===== src/dps_pkg.sv =====
// Purpose: Constants for the decoded port chip-select block
// Assumes: 8-bit special function register space, 16-bit bus address
// Notes:   Offsets are special function register addresses
package dps_pkg;
  localparam logic [7:0] DPS_AUX_CTRL_ADDR    = 8'h8e;
  localparam logic [7:0] DPS_P2_EXT_CTRL_ADDR = 8'hae;
  localparam logic [7:0] DPS_FUNC_LOW_ADDR    = 8'hc2;
  localparam logic [7:0] DPS_FUNC_HIGH_ADDR   = 8'hc3;
  localparam logic [7:0] DPS_PORT_DATA_ADDR   = 8'hd8;
  localparam logic [7:0] DPS_P2_ADDR_HIGH     = 8'ha7;
  localparam logic [7:0] DPS_P2_ADDR_LOW      = 8'ha6;
  localparam logic [7:0] DPS_P2_DATA_ADDR     = 8'ha0;
  localparam logic [7:0] DPS_BASE_HIGH_ADDR0  = 8'h85;
  localparam logic [7:0] DPS_BASE_LOW_ADDR0   = 8'h84;
  localparam logic [7:0] DPS_BASE_HIGH_ADDR1  = 8'h95;
  localparam logic [7:0] DPS_BASE_LOW_ADDR1   = 8'h94;
  localparam logic [7:0] DPS_BASE_HIGH_ADDR2  = 8'had;
  localparam logic [7:0] DPS_BASE_LOW_ADDR2   = 8'hac;
  localparam logic [7:0] DPS_BASE_HIGH_ADDR3  = 8'hb5;
  localparam logic [7:0] DPS_BASE_LOW_ADDR3   = 8'hb4;
  localparam int         DPS_SUPPRESS_BIT     = 0;
  localparam int         DPS_POLARITY_LSB     = 4;
  localparam int         DPS_P2FUNC_LSB       = 0;
  localparam logic [7:0] DPS_REG_RESET        = 8'h00;
  localparam logic [7:0] DPS_P2_DATA_RESET    = 8'hff;
  localparam logic [3:0] DPS_PORT_DATA_RESET  = 4'hf;
  localparam logic [7:0] DPS_P2_EXT_MASK      = 8'hf3;
  localparam logic [7:0] DPS_AUX_MASK         = 8'h01;
  typedef enum logic [1:0] {
    DPS_PIN_GPIO  = 2'b00,
    DPS_PIN_READ  = 2'b01,
    DPS_PIN_WRITE = 2'b10,
    DPS_PIN_RDWR  = 2'b11
  } dps_pin_mode_t;
  typedef enum logic [1:0] {
    DPS_P2_STD    = 2'b00,
    DPS_P2_BUFFER = 2'b01,
    DPS_P2_LATCH  = 2'b10,
    DPS_P2_UNDEF  = 2'b11
  } dps_p2_func_t;
endpackage : dps_pkg


===== src/dps_addr_match.sv =====
// Purpose: Address compare for one strobe pin
// Assumes: Length code per compare-length field
// Notes:   Combinational
`timescale 1ns/1ps
module dps_addr_match
  import dps_pkg::*;
(
  input  wire logic [15:0] base_i,
  input  wire logic [15:0] addr_i,
  input  wire logic [1:0]  len_i,
  output logic             hit_o
);
  logic [15:0] mask;
  // Low bits ignored per length code
  assign mask = (len_i == 2'b00) ? 16'hffff :
                (len_i == 2'b01) ? 16'hfffe :
                (len_i == 2'b10) ? 16'hfffc : 16'hff00;
  assign hit_o = ((base_i ^ addr_i) & mask) == 16'h0000;
endmodule : dps_addr_match


===== src/dps_top.sv =====
// Purpose: Decoded strobe port and address-enabled port 2 extension
// Assumes: Single-cycle register bus and external access qualifiers
// Notes:   Pins use input, output and active-low output enable
`timescale 1ns/1ps
module dps_top
  import dps_pkg::*;
#(
  parameter int NPINS = 4
) (
  input  wire logic             core_clk_i,
  input  wire logic             rst_i,
  input  wire logic             ce_i,
  input  wire logic [7:0]       sfr_addr_i,
  input  wire logic [7:0]       sfr_wdata_i,
  input  wire logic             sfr_wr_i,
  input  wire logic             sfr_rd_i,
  output logic      [7:0]       sfr_rdata_o,
  input  wire logic [15:0]      ext_addr_i,
  input  wire logic [7:0]       ext_wdata_i,
  input  wire logic             ext_rd_i,
  input  wire logic             ext_wr_i,
  output logic      [7:0]       ext_rdata_o,
  output logic                  ext_hit_o,
  input  wire logic             ext_code_i,
  input  wire logic             ale_i,
  output logic                  ale_o,
  input  wire logic [NPINS-1:0] strobe_pin_i,
  output logic      [NPINS-1:0] strobe_pin_o,
  output logic      [NPINS-1:0] strobe_pin_oe_n_o,
  output logic      [1:0]       ext_int_o,
  input  wire logic [7:0]       port2_pins_i,
  input  wire logic [7:0]       port2_std_i,
  output logic      [7:0]       port2_pins_o,
  output logic      [7:0]       port2_pins_oe_n_o
);
  logic [7:0]       auxiliary_control;
  logic [7:0]       port2_extension_control;
  logic [7:0]       strobe_pins_low_function;
  logic [7:0]       strobe_pins_high_function;
  logic [3:0]       strobe_port_data;
  logic [7:0]       port2_enable_address_high;
  logic [7:0]       port2_enable_address_low;
  logic [7:0]       port2_data;
  logic [7:0]       port2_latch;
  logic [7:0]       base_high [NPINS];
  logic [7:0]       base_low  [NPINS];
  logic [NPINS-1:0] pin_hit;
  logic [NPINS-1:0] next_strobe_pin;
  logic [NPINS-1:0] next_strobe_oe_n;
  logic [NPINS-1:0] base_high_sel;
  logic [NPINS-1:0] base_low_sel;
  logic [7:0]       next_rdata;
  logic [7:0]       next_p2_pins;
  logic [7:0]       next_p2_oe_n;
  logic             p2_addr_hit;
  logic             next_ale;
  logic [1:0]       p2_func;
  logic [15:0]      p2_enable_addr;
  logic [7:0]       base_high_rd;
  logic [7:0]       base_low_rd;
  logic             ext_access;
  logic             p2_latch_load;

  assign p2_func        = port2_extension_control[DPS_P2FUNC_LSB +: 2];
  assign p2_enable_addr = {port2_enable_address_high,
                           port2_enable_address_low};
  assign p2_addr_hit    = (ext_addr_i == p2_enable_addr);
  assign ext_access     = ext_rd_i | ext_wr_i;
  assign p2_latch_load  = (p2_func == DPS_P2_LATCH) & ext_wr_i & p2_addr_hit;

  genvar g;
  generate
    for (g = 0; g < NPINS; g++) begin : g_pin
      logic [1:0] mode;
      logic [1:0] len;
      logic       act;
      logic       pol;
      // Pins 0 and 1 in the low register, 2 and 3 in the high one
      if (g < 2) begin : g_lo
        assign mode = strobe_pins_low_function[4*g+2 +: 2];
        assign len  = strobe_pins_low_function[4*g +: 2];
      end else begin : g_hi
        assign mode = strobe_pins_high_function[4*(g-2)+2 +: 2];
        assign len  = strobe_pins_high_function[4*(g-2) +: 2];
      end
      assign pol  = port2_extension_control[DPS_POLARITY_LSB+g];
      dps_addr_match u_match (
        .base_i (({base_high[g], base_low[g]})),
        .addr_i (ext_addr_i),
        .len_i  (len),
        .hit_o  (pin_hit[g])
      );
      // Strobe active for the matched access kind
      assign act = pin_hit[g] &
                   ((mode == DPS_PIN_READ  & ext_rd_i) |
                    (mode == DPS_PIN_WRITE & ext_wr_i) |
                    (mode == DPS_PIN_RDWR  & ext_access));
      assign next_strobe_pin[g] = (mode == DPS_PIN_GPIO)
                                ? strobe_port_data[g]
                                : (act ~^ pol);
      // Mode zero: quasi-bidirectional, released when data is one
      assign next_strobe_oe_n[g] = (mode == DPS_PIN_GPIO)
                                 ? strobe_port_data[g] : 1'b0;
      assign base_high_sel[g] = sfr_wr_i & (sfr_addr_i ==
        (g == 0 ? DPS_BASE_HIGH_ADDR0 : g == 1 ? DPS_BASE_HIGH_ADDR1 :
         g == 2 ? DPS_BASE_HIGH_ADDR2 : DPS_BASE_HIGH_ADDR3));
      assign base_low_sel[g]  = sfr_wr_i & (sfr_addr_i ==
        (g == 0 ? DPS_BASE_LOW_ADDR0 : g == 1 ? DPS_BASE_LOW_ADDR1 :
         g == 2 ? DPS_BASE_LOW_ADDR2 : DPS_BASE_LOW_ADDR3));
      always_ff @(posedge core_clk_i or posedge rst_i) begin
        if (rst_i) begin
          base_high[g] <= DPS_REG_RESET;
          base_low[g]  <= DPS_REG_RESET;
        end else if (ce_i) begin
          if (base_high_sel[g]) base_high[g] <= sfr_wdata_i;
          if (base_low_sel[g])  base_low[g]  <= sfr_wdata_i;
        end
      end
    end
  endgenerate

  // Base register readback
  always_comb begin
    base_high_rd = 8'h00;
    base_low_rd  = 8'h00;
    for (int i = 0; i < NPINS; i++) begin
      if (sfr_addr_i == (i == 0 ? DPS_BASE_HIGH_ADDR0 :
          i == 1 ? DPS_BASE_HIGH_ADDR1 : i == 2 ? DPS_BASE_HIGH_ADDR2 :
          DPS_BASE_HIGH_ADDR3)) base_high_rd = base_high[i];
      if (sfr_addr_i == (i == 0 ? DPS_BASE_LOW_ADDR0 :
          i == 1 ? DPS_BASE_LOW_ADDR1 : i == 2 ? DPS_BASE_LOW_ADDR2 :
          DPS_BASE_LOW_ADDR3)) base_low_rd = base_low[i];
    end
  end

  assign next_rdata =
    (sfr_addr_i == DPS_AUX_CTRL_ADDR)    ? auxiliary_control :
    (sfr_addr_i == DPS_P2_EXT_CTRL_ADDR) ? port2_extension_control :
    (sfr_addr_i == DPS_FUNC_LOW_ADDR)    ? strobe_pins_low_function :
    (sfr_addr_i == DPS_FUNC_HIGH_ADDR)   ? strobe_pins_high_function :
    (sfr_addr_i == DPS_PORT_DATA_ADDR)   ? {4'h0, strobe_pin_i} :
    (sfr_addr_i == DPS_P2_ADDR_HIGH)     ? port2_enable_address_high :
    (sfr_addr_i == DPS_P2_ADDR_LOW)      ? port2_enable_address_low :
    (sfr_addr_i == DPS_P2_DATA_ADDR)     ? port2_data :
    base_high_rd | base_low_rd;

  // Port 2 pins per function
  assign next_p2_pins =
    (p2_func == DPS_P2_STD)   ? port2_std_i :
    (p2_func == DPS_P2_LATCH) ? port2_latch : 8'hff;
  assign next_p2_oe_n =
    (p2_func == DPS_P2_STD || p2_func == DPS_P2_LATCH) ? 8'h00
                                                       : 8'hff;

  // Latch strobe: pass only during external activity when suppressed
  assign next_ale = auxiliary_control[DPS_SUPPRESS_BIT]
                  ? (ale_i & (ext_access | ext_code_i))
                  : ale_i;

  always_ff @(posedge core_clk_i or posedge rst_i) begin
    if (rst_i) begin
      auxiliary_control         <= DPS_REG_RESET;
      port2_extension_control   <= DPS_REG_RESET;
      strobe_pins_low_function  <= DPS_REG_RESET;
      strobe_pins_high_function <= DPS_REG_RESET;
      strobe_port_data          <= DPS_PORT_DATA_RESET;
      port2_enable_address_high <= DPS_REG_RESET;
      port2_enable_address_low  <= DPS_REG_RESET;
      port2_data                <= DPS_P2_DATA_RESET;
    end else if (ce_i && sfr_wr_i) begin
      if (sfr_addr_i == DPS_AUX_CTRL_ADDR)
        auxiliary_control <= sfr_wdata_i & DPS_AUX_MASK;
      else if (sfr_addr_i == DPS_P2_EXT_CTRL_ADDR)
        port2_extension_control <= sfr_wdata_i & DPS_P2_EXT_MASK;
      else if (sfr_addr_i == DPS_FUNC_LOW_ADDR)
        strobe_pins_low_function <= sfr_wdata_i;
      else if (sfr_addr_i == DPS_FUNC_HIGH_ADDR)
        strobe_pins_high_function <= sfr_wdata_i;
      else if (sfr_addr_i == DPS_PORT_DATA_ADDR)
        strobe_port_data <= sfr_wdata_i[3:0];
      else if (sfr_addr_i == DPS_P2_ADDR_HIGH)
        port2_enable_address_high <= sfr_wdata_i;
      else if (sfr_addr_i == DPS_P2_ADDR_LOW)
        port2_enable_address_low <= sfr_wdata_i;
      else if (sfr_addr_i == DPS_P2_DATA_ADDR)
        port2_data <= sfr_wdata_i;
    end
  end

  always_ff @(posedge core_clk_i or posedge rst_i) begin
    if (rst_i) begin
      port2_latch <= DPS_REG_RESET;
    end else if (ce_i && p2_latch_load) begin
      port2_latch <= ext_wdata_i;
    end
  end

  always_ff @(posedge core_clk_i or posedge rst_i) begin
    if (rst_i) begin
      sfr_rdata_o       <= 8'h00;
      ext_rdata_o       <= 8'h00;
      ext_hit_o         <= 1'b0;
      ale_o             <= 1'b0;
      strobe_pin_o      <= {NPINS{1'b1}};
      strobe_pin_oe_n_o <= {NPINS{1'b1}};
      ext_int_o         <= 2'b11;
      port2_pins_o      <= 8'hff;
      port2_pins_oe_n_o <= 8'hff;
    end else if (ce_i) begin
      sfr_rdata_o       <= sfr_rd_i ? next_rdata : 8'h00;
      ext_rdata_o       <= port2_pins_i;
      ext_hit_o         <= (p2_func == DPS_P2_BUFFER) & ext_rd_i &
                           p2_addr_hit;
      ale_o             <= next_ale;
      strobe_pin_o      <= next_strobe_pin;
      strobe_pin_oe_n_o <= next_strobe_oe_n;
      ext_int_o         <= strobe_pin_i[3:2];
      port2_pins_o      <= next_p2_pins;
      port2_pins_oe_n_o <= next_p2_oe_n;
    end
  end
endmodule : dps_top


===== config.mk =====
export PLATFORM = sky130hd
export DESIGN_NAME = dps_top
export DESIGN_NICKNAME = d
export VERILOG_FILES = /design/src/dps_pkg.sv /design/src/dps_addr_match.sv /design/src/dps_top.sv
export SDC_FILE = /design/constraint.sdc
export NUM_CORES = 1
export LEC_CHECK = 0
export ABC_AREA = 1
export BUFFER_PORTS_ARGS = -buffer_cell sky130_fd_sc_hd__buf_4
export CELL_PAD_IN_SITES_DETAIL_PLACEMENT = 0
export CELL_PAD_IN_SITES_GLOBAL_PLACEMENT = 1
export CORE_MARGIN = 10
export CORE_UTILIZATION = 39
export CTS_CLUSTER_DIAMETER = 200
export DETAILED_ROUTE_END_ITERATION = 8
export PLACE_DENSITY = 0.73
export SYNTH_ARGS = -nofsm -noshare
export SYNTH_HDL_FRONTEND = slang
export SYNTH_SLANG_ARGS = --single-unit

===== constraint.sdc =====
create_clock -name core_clk_i -period 4.6 [get_ports core_clk_i]
set_input_delay 0.69 -clock core_clk_i [delete_from_list [all_inputs] [get_ports core_clk_i]]
set_output_delay 0.69 -clock core_clk_i [all_outputs]
set_load 0.01 [all_outputs]

**Word-level counts from Yosys, hierarchy flattened**

Cells that the tools add are included.

- Register bits after elaboration: 167
- Bits in latches: 0
- Bits in writable memories: 0
- ROM bits: 0
- Bits of input ports: 69
- Output and inout port bits: 44
- Word-level logic and storage cells: 197
- Memories kept: 0

- Add/sub/neg operators: 0
- $mul: 0
- Div/mod/pow operators: 0
- Magnitude comparators: 0
- Eq/ne operators: 39
- Shift-type cells: 0
- Multiplexer cells: 41
- Bitwise operators: 59
- Reduce and logical (&&, ||, !) cells: 32

Operators by type and width:

| kind | count |
|---|---|
| 2-to-1 mux 8 bit | 24 |
| == test 8 bit (second input constant) | 16 |
| 2-to-1 mux 16 bit | 8 |
| AND 16 bit | 4 |
| zero test 16 bit | 4 |
| XOR 16 bit | 4 |
| AND 1 bit | 29 |
| == test 2 bit (second input constant) | 13 |
| == test 2 x 1 -> 1 bit (second input constant) | 9 |
| zero test 2 bit | 9 |
| AND reduction 2 bit | 9 |
| == test 16 bit | 1 |
| bitwise OR 1 bit | 10 |
| 2-to-1 mux 1 bit | 9 |
| AND reduction 9 bit | 1 |
| bitwise OR 8 bit | 1 |
| AND reduction 8 bit | 1 |
| inverter 1 bit | 7 |
| AND reduction 7 bit | 1 |
| AND reduction 6 bit | 1 |
| AND reduction 5 bit | 1 |
| AND reduction 4 bit | 1 |
| XNOR 1 bit | 4 |
| AND reduction 3 bit | 1 |
| 2 further kinds | 3 |

**Longest topological paths before layout**

- Word-level depth: 15
- Depth in mapped cells: 17

**By module**

From an unflattened synthesis, not the netlist that was laid out.

- Cells, all modules: 1217
- Area total of the unflattened synthesis: 9046.2 sq um

By module, submodules not included:

| module | instances | cells each | area each (sq um) | sequential area each (sq um) |
|---|---|---|---|---|
| dps_top | 1 | 901 | 7704.9 | 4042.6 |
| dps_addr_match | 4 | 79 | 335.3 | 0.0 |

**Least setup slack after synthesis**

No wires, ideal clock.

- Path kind: input port to flip-flop
- Start point: input ext_addr_i[3]
- End point: register port2_latch[0]
- Library setup time: 125 ps
- Arrival time: 1887 ps
- Required time: 4475 ps
- Setup slack: 2589 ps
- Cell stages on the path: 6
- Path through: clkbuf_1 xnor2_1 nand4_1 nor4_2 nand3_2 mux2_2

- Longest elaborated chain between the ends: 3

Ends and longest elaborated chain:

| element | line | text |
|---|---|---|
| start: declaration | dps_top.sv:18 | `input wire logic [15:0] ext_addr_i,` |
| == test 16 bit | dps_top.sv:67 | `assign p2_addr_hit = (ext_addr_i == p2_enable_addr);` |
| AND 1 bit | dps_top.sv:69 | `assign p2_latch_load = (p2_func == DPS_P2_LATCH) & ext_wr_i & p2_addr_hit;` |
| logical AND 1 bit | dps_top.sv:193 | `end else if (ce_i && p2_latch_load) begin` |
| end signal: assignment | dps_top.sv:194 | `port2_latch <= ext_wdata_i;` |
| end: declaration | dps_top.sv:44 | `logic [7:0] port2_latch;` |

No other way between the ends.
A chain may end at the register's enable or synchronous reset.

**Worst setup path after layout**

- Start point: input sfr_addr_i[1]
- End point: register sfr_rdata_o[2]

- Longest elaborated chain between the ends: 15

Ends and longest elaborated chain:

| element | line | text |
|---|---|---|
| start: declaration | dps_top.sv:13 | `input wire logic [7:0] sfr_addr_i,` |
| == test 8 bit (on tied branches) | dps_top.sv:127, dps_top.sv:130 |  |
| 2-to-1 mux 8 bit (on tied branches) (4 in series) | dps_top.sv:127, dps_top.sv:130 |  |
| bitwise OR 8 bit | dps_top.sv:145 | `base_high_rd \| base_low_rd;` |
| 2-to-1 mux 8 bit | dps_top.sv:144 | `(sfr_addr_i == DPS_P2_DATA_ADDR) ? port2_data :` |
| 2-to-1 mux 8 bit | dps_top.sv:143 | `(sfr_addr_i == DPS_P2_ADDR_LOW) ? port2_enable_address_low :` |
| 2-to-1 mux 8 bit | dps_top.sv:142 | `(sfr_addr_i == DPS_P2_ADDR_HIGH) ? port2_enable_address_high :` |
| 2-to-1 mux 8 bit | dps_top.sv:141 | `(sfr_addr_i == DPS_PORT_DATA_ADDR) ? {4'h0, strobe_pin_i} :` |
| 2-to-1 mux 8 bit | dps_top.sv:140 | `(sfr_addr_i == DPS_FUNC_HIGH_ADDR) ? strobe_pins_high_function :` |
| 2-to-1 mux 8 bit | dps_top.sv:139 | `(sfr_addr_i == DPS_FUNC_LOW_ADDR) ? strobe_pins_low_function :` |
| 2-to-1 mux 8 bit | dps_top.sv:138 | `(sfr_addr_i == DPS_P2_EXT_CTRL_ADDR) ? port2_extension_control :` |
| 2-to-1 mux 8 bit (*) | dps_top.sv:137 | `(sfr_addr_i == DPS_AUX_CTRL_ADDR) ? auxiliary_control :` |
| 2-to-1 mux 8 bit (*) | dps_top.sv:210 | `sfr_rdata_o <= sfr_rd_i ? next_rdata : 8'h00;` |
| end signal: assignment | dps_top.sv:210 |  |
| end: declaration | dps_top.sv:17 | `output logic [7:0] sfr_rdata_o,` |

Every way passes the cells marked *; elsewhere a longest branch is shown, timed or not.

==> results.md <==
- GR peak layer: met2
- Worst-skew pair later-pin latency: 0.43 ns
- FP Rows: 54
- Design Power: 3.28 mW
- Area growth syn-to-layout: 18.0%
- Fin worst setup slack: 2.23 ns
- Total Nets Final: 1271
- Synthesized net count: 1190
- Placed Cells: 1463
- Kind of critical path: input pin to flip-flop
- Setup TNS: 0 ns
- Via density: 5.04
- Commonest non-fill, non-tap cell in the layout: nand2_1
- F_max: 421 MHz
- Crit path buf inv count: 3
- Max-cap violations: 0
- Sequential share of power: 45.9%
- Clk pwr share: 43.8%
- Slew margin rel.: 30.5%
- DRC: 0
- Die extent in y: 169 µm
- Post-Route WL: 28200 µm
- Sw Share: 27.7%
- CTS root buffer: clkbuf_16
- Most frequent cell on the critical path: nand2_1
- Hold slack final: 0.378 ns
- Met2 GRT Util: 29.6%
- Psw: 0.909 mW
- Max-slew violations: 0
- Die Wd: 169 µm
- Clk slew on worst S/H paths: 0.07 ns
- Post-CTS Setup Bufs: 0
- Clk_skew: 0.00897 ns
- Worst setup EP type: flip-flop
- Status: complete, no violations
- H-tree levels: 4
- Final setup fails: 0
- Netlist Area Pre-Place: 8650 µm²
- Static leakage: 4.86 nW
- Overflow after GRT: 0
- CTS resizes: 0
- Util after Layout: 46.7%
- Pwr Density: 322 nW/µm²
- CTS tree: yes
- Most frequent cells in the layout: nand2_1, dfrtp_1, o21ai_0
- Die area: 28500 µm²
- Mapped Cells: 1121
- Min-Delay Path Class: input pin to asynchronous set/reset pin
- RSZ-0062 raised after global routing: no
- Primary FF master, synth: dfrtp_1
- CP Max Fanout: 12
- Tmin final: 2.37 ns
- DR WL/cell: 18.9 µm
- Worst path max stage delay: 0.50 ns
- Crit path DAT: 2.74 ns
- Routability congestion estimate: 0.885
- TritonCTS buffer count: 17
- Distinct cells, synth: 40
- Initial antenna violation count: 0
- Port Buffer Count: 112
- Req. time, crit path: 4.97 ns
- Clk buf depth: 2
- Synth Area per Inst: 7.71 µm²
- Clock sinks: 160
- Antenna Nets Post-Route: 0
- Synth warn: 0
- VDD IR-drop max: 0.000217 V
- Pre-CTS setup slack: 1.89 ns
- Crit path cell chain: buf_4, inv_1, nand2_1, nor2_2, inv_1, nor2_2, nand2_1, o211ai_1, nor2_1, nand3b_1, nand2_1, nand2_1, nand2_1, nand2_1, nand2_1, nand2_1
- Dpl hpwl: 20800 µm
- Vias in the first global route: 7442
- Hold_buf cts: 0
- Tightest Pin Transition: 1.04 ns
- First-pass GRT wire length: 44000 µm
- Hold Vio Cnt, Final: 0
- DRT Pass-1 Iters: 5
- DR vias: 7532
- Comb pwr share: 10.3%
- Critical Path Source Type: input pin
- Slowest CP cell: nor2_2
- # IOs: 113
- Finished Cell Area: 10200 µm²
- GRT met3 Usage: 4.84%
- Sequential area share after synthesis: 46.8%
- Share of cells above drive strength 1: 18.9%
- Critical path's top delay family: simple AND/OR/NAND/NOR gates
- Largest net degree at the start of global routing: 161
- Core area: 21800 µm²
- DRT iter0 DRCs: 686
- Post-synth EDFFs: 0
- All-Layer GR Usage: 19.7%
- ANT cells: 0
- Post-DP Area: 9600 µm²
- Non-Filler Instances: 1495
- Register bit total from synthesis: 160
- Int Pwr: 2.37 mW
- Met1 Track Usage GR: 27.7%
- Asr flop ratio synth: 100%
- Final period util: 51.6%
- Starting Density: 39.6%
-- registers in the layout (all words and copies together), names as in the netlist, 2 cells and up --
| name | cells |
|---|---|
| base_high | 32 |
| base_low | 32 |
| ext_rdata_o | 8 |
| port2_data | 8 |
| port2_enable_address_high | 8 |
| port2_enable_address_low | 8 |
| port2_latch | 8 |
| port2_pins_o | 8 |
| sfr_rdata_o | 8 |
| strobe_pins_high_function | 8 |
| strobe_pins_low_function | 8 |
| port2_extension_control | 6 |
| strobe_pin_o | 4 |
| strobe_pin_oe_n_o | 4 |
| strobe_port_data | 4 |
| ext_int_o | 2 |
-- tightest hold or removal path: stages --
cell        delay, ns
buf_4            0.12
clkinvlp_4       0.07
buf_12           0.46
-- power by group through the flow --
stage | Clock (mW) | Combinational (mW) | Sequential (mW)
3_3_place_gp | 0 | 0.340 | 1.53
4_1_cts | 1.47 | 0.342 | 1.51
6_report | 1.44 | 0.338 | 1.51
5_1_grt | 1.53 | 0.377 | 1.51
3_5_place_dp | 0 | 0.342 | 1.53
2_1_floorplan | 0 | 0.182 | 1.53
-- cells in the mapped netlist, types with 2 or more instances --
cell type	n	share of area, %
nor3_1	11	0.64
buf_1	3	0.13
inv_2	9	0.39
inv_1	90	3.9
nor4_2	2	0.29
nand3_1	56	3.2
o211ai_1	3	0.26
buf_2	17	0.98
a211oi_1	11	0.96
nor2_1	87	3.8
a21oi_1	25	1.4
nor2_2	6	0.43
or2_2	12	0.87
nand3_2	3	0.35
xnor2_1	29	2.9
nand4_1	13	0.94
buf_6	3	0.39
clkbuf_1	21	0.91
a31oi_1	4	0.29
buf_4	8	0.69
dfrtp_1	129	37
xor2_1	27	2.7
mux2_2	8	1.0
nor2_4	5	0.65
dfstp_2	31	9.4
o21ai_1	11	0.64
clkinv_1	2	0.087
nand2_2	3	0.22
nand3b_1	2	0.17
o21ai_0	118	6.8
nand2_4	2	0.26
nor4_1	3	0.22
o22ai_1	4	0.29
nand2_1	354	15
or2_0	4	0.29
-- cell type report --
cell class	count	area [µm²]
multi-input cells	808	3960
inverters	101	383
well taps	280	350
repair buffers	114	868
clock inverters	15	176
fillers	2243	11600
flip-flops and latches	160	4040
clock buffers	17	425
-- final timing paths --
kind	start	end	slack (ns)	cells past startpoint
max	sfr_addr_i[1]	sfr_rdata_o[2]	2.23	16
min	rst_i	ext_rdata_o[5]	0.38	3
max reg2reg	port2_enable_address_low[6]	port2_latch[3]	2.51	5
min reg2reg	ext_int_o[1]	ext_int_o[1]	0.46	2
max in group asynchronous	rst_i	base_low[13]	3.33	3
min in group core_clk_i	port2_pins_i[3]	ext_rdata_o[3]	0.46	3
-- cells by family (layout without fill, tap and decap cells) --
group           after synthesis  count (layout)  synth area share (%)
compound gates              179             179                  11.0
simple gates                565             565                  28.0
flops                       160             160                  46.8
xor+xnor                     56              56                  5.67
buf+inv                     153             247                  7.50
mux                           8               8                  1.04
-- layer usage --
layer	share of wire [%]	vias up	wire length (µm)
met5	0	-	0
met4	1.6	0	447
met3	6.6	27	1860
met2	44	221	12400
met1	48	3544	13500
li1	-	3740	-
Power figures use the tool's default switching activity.
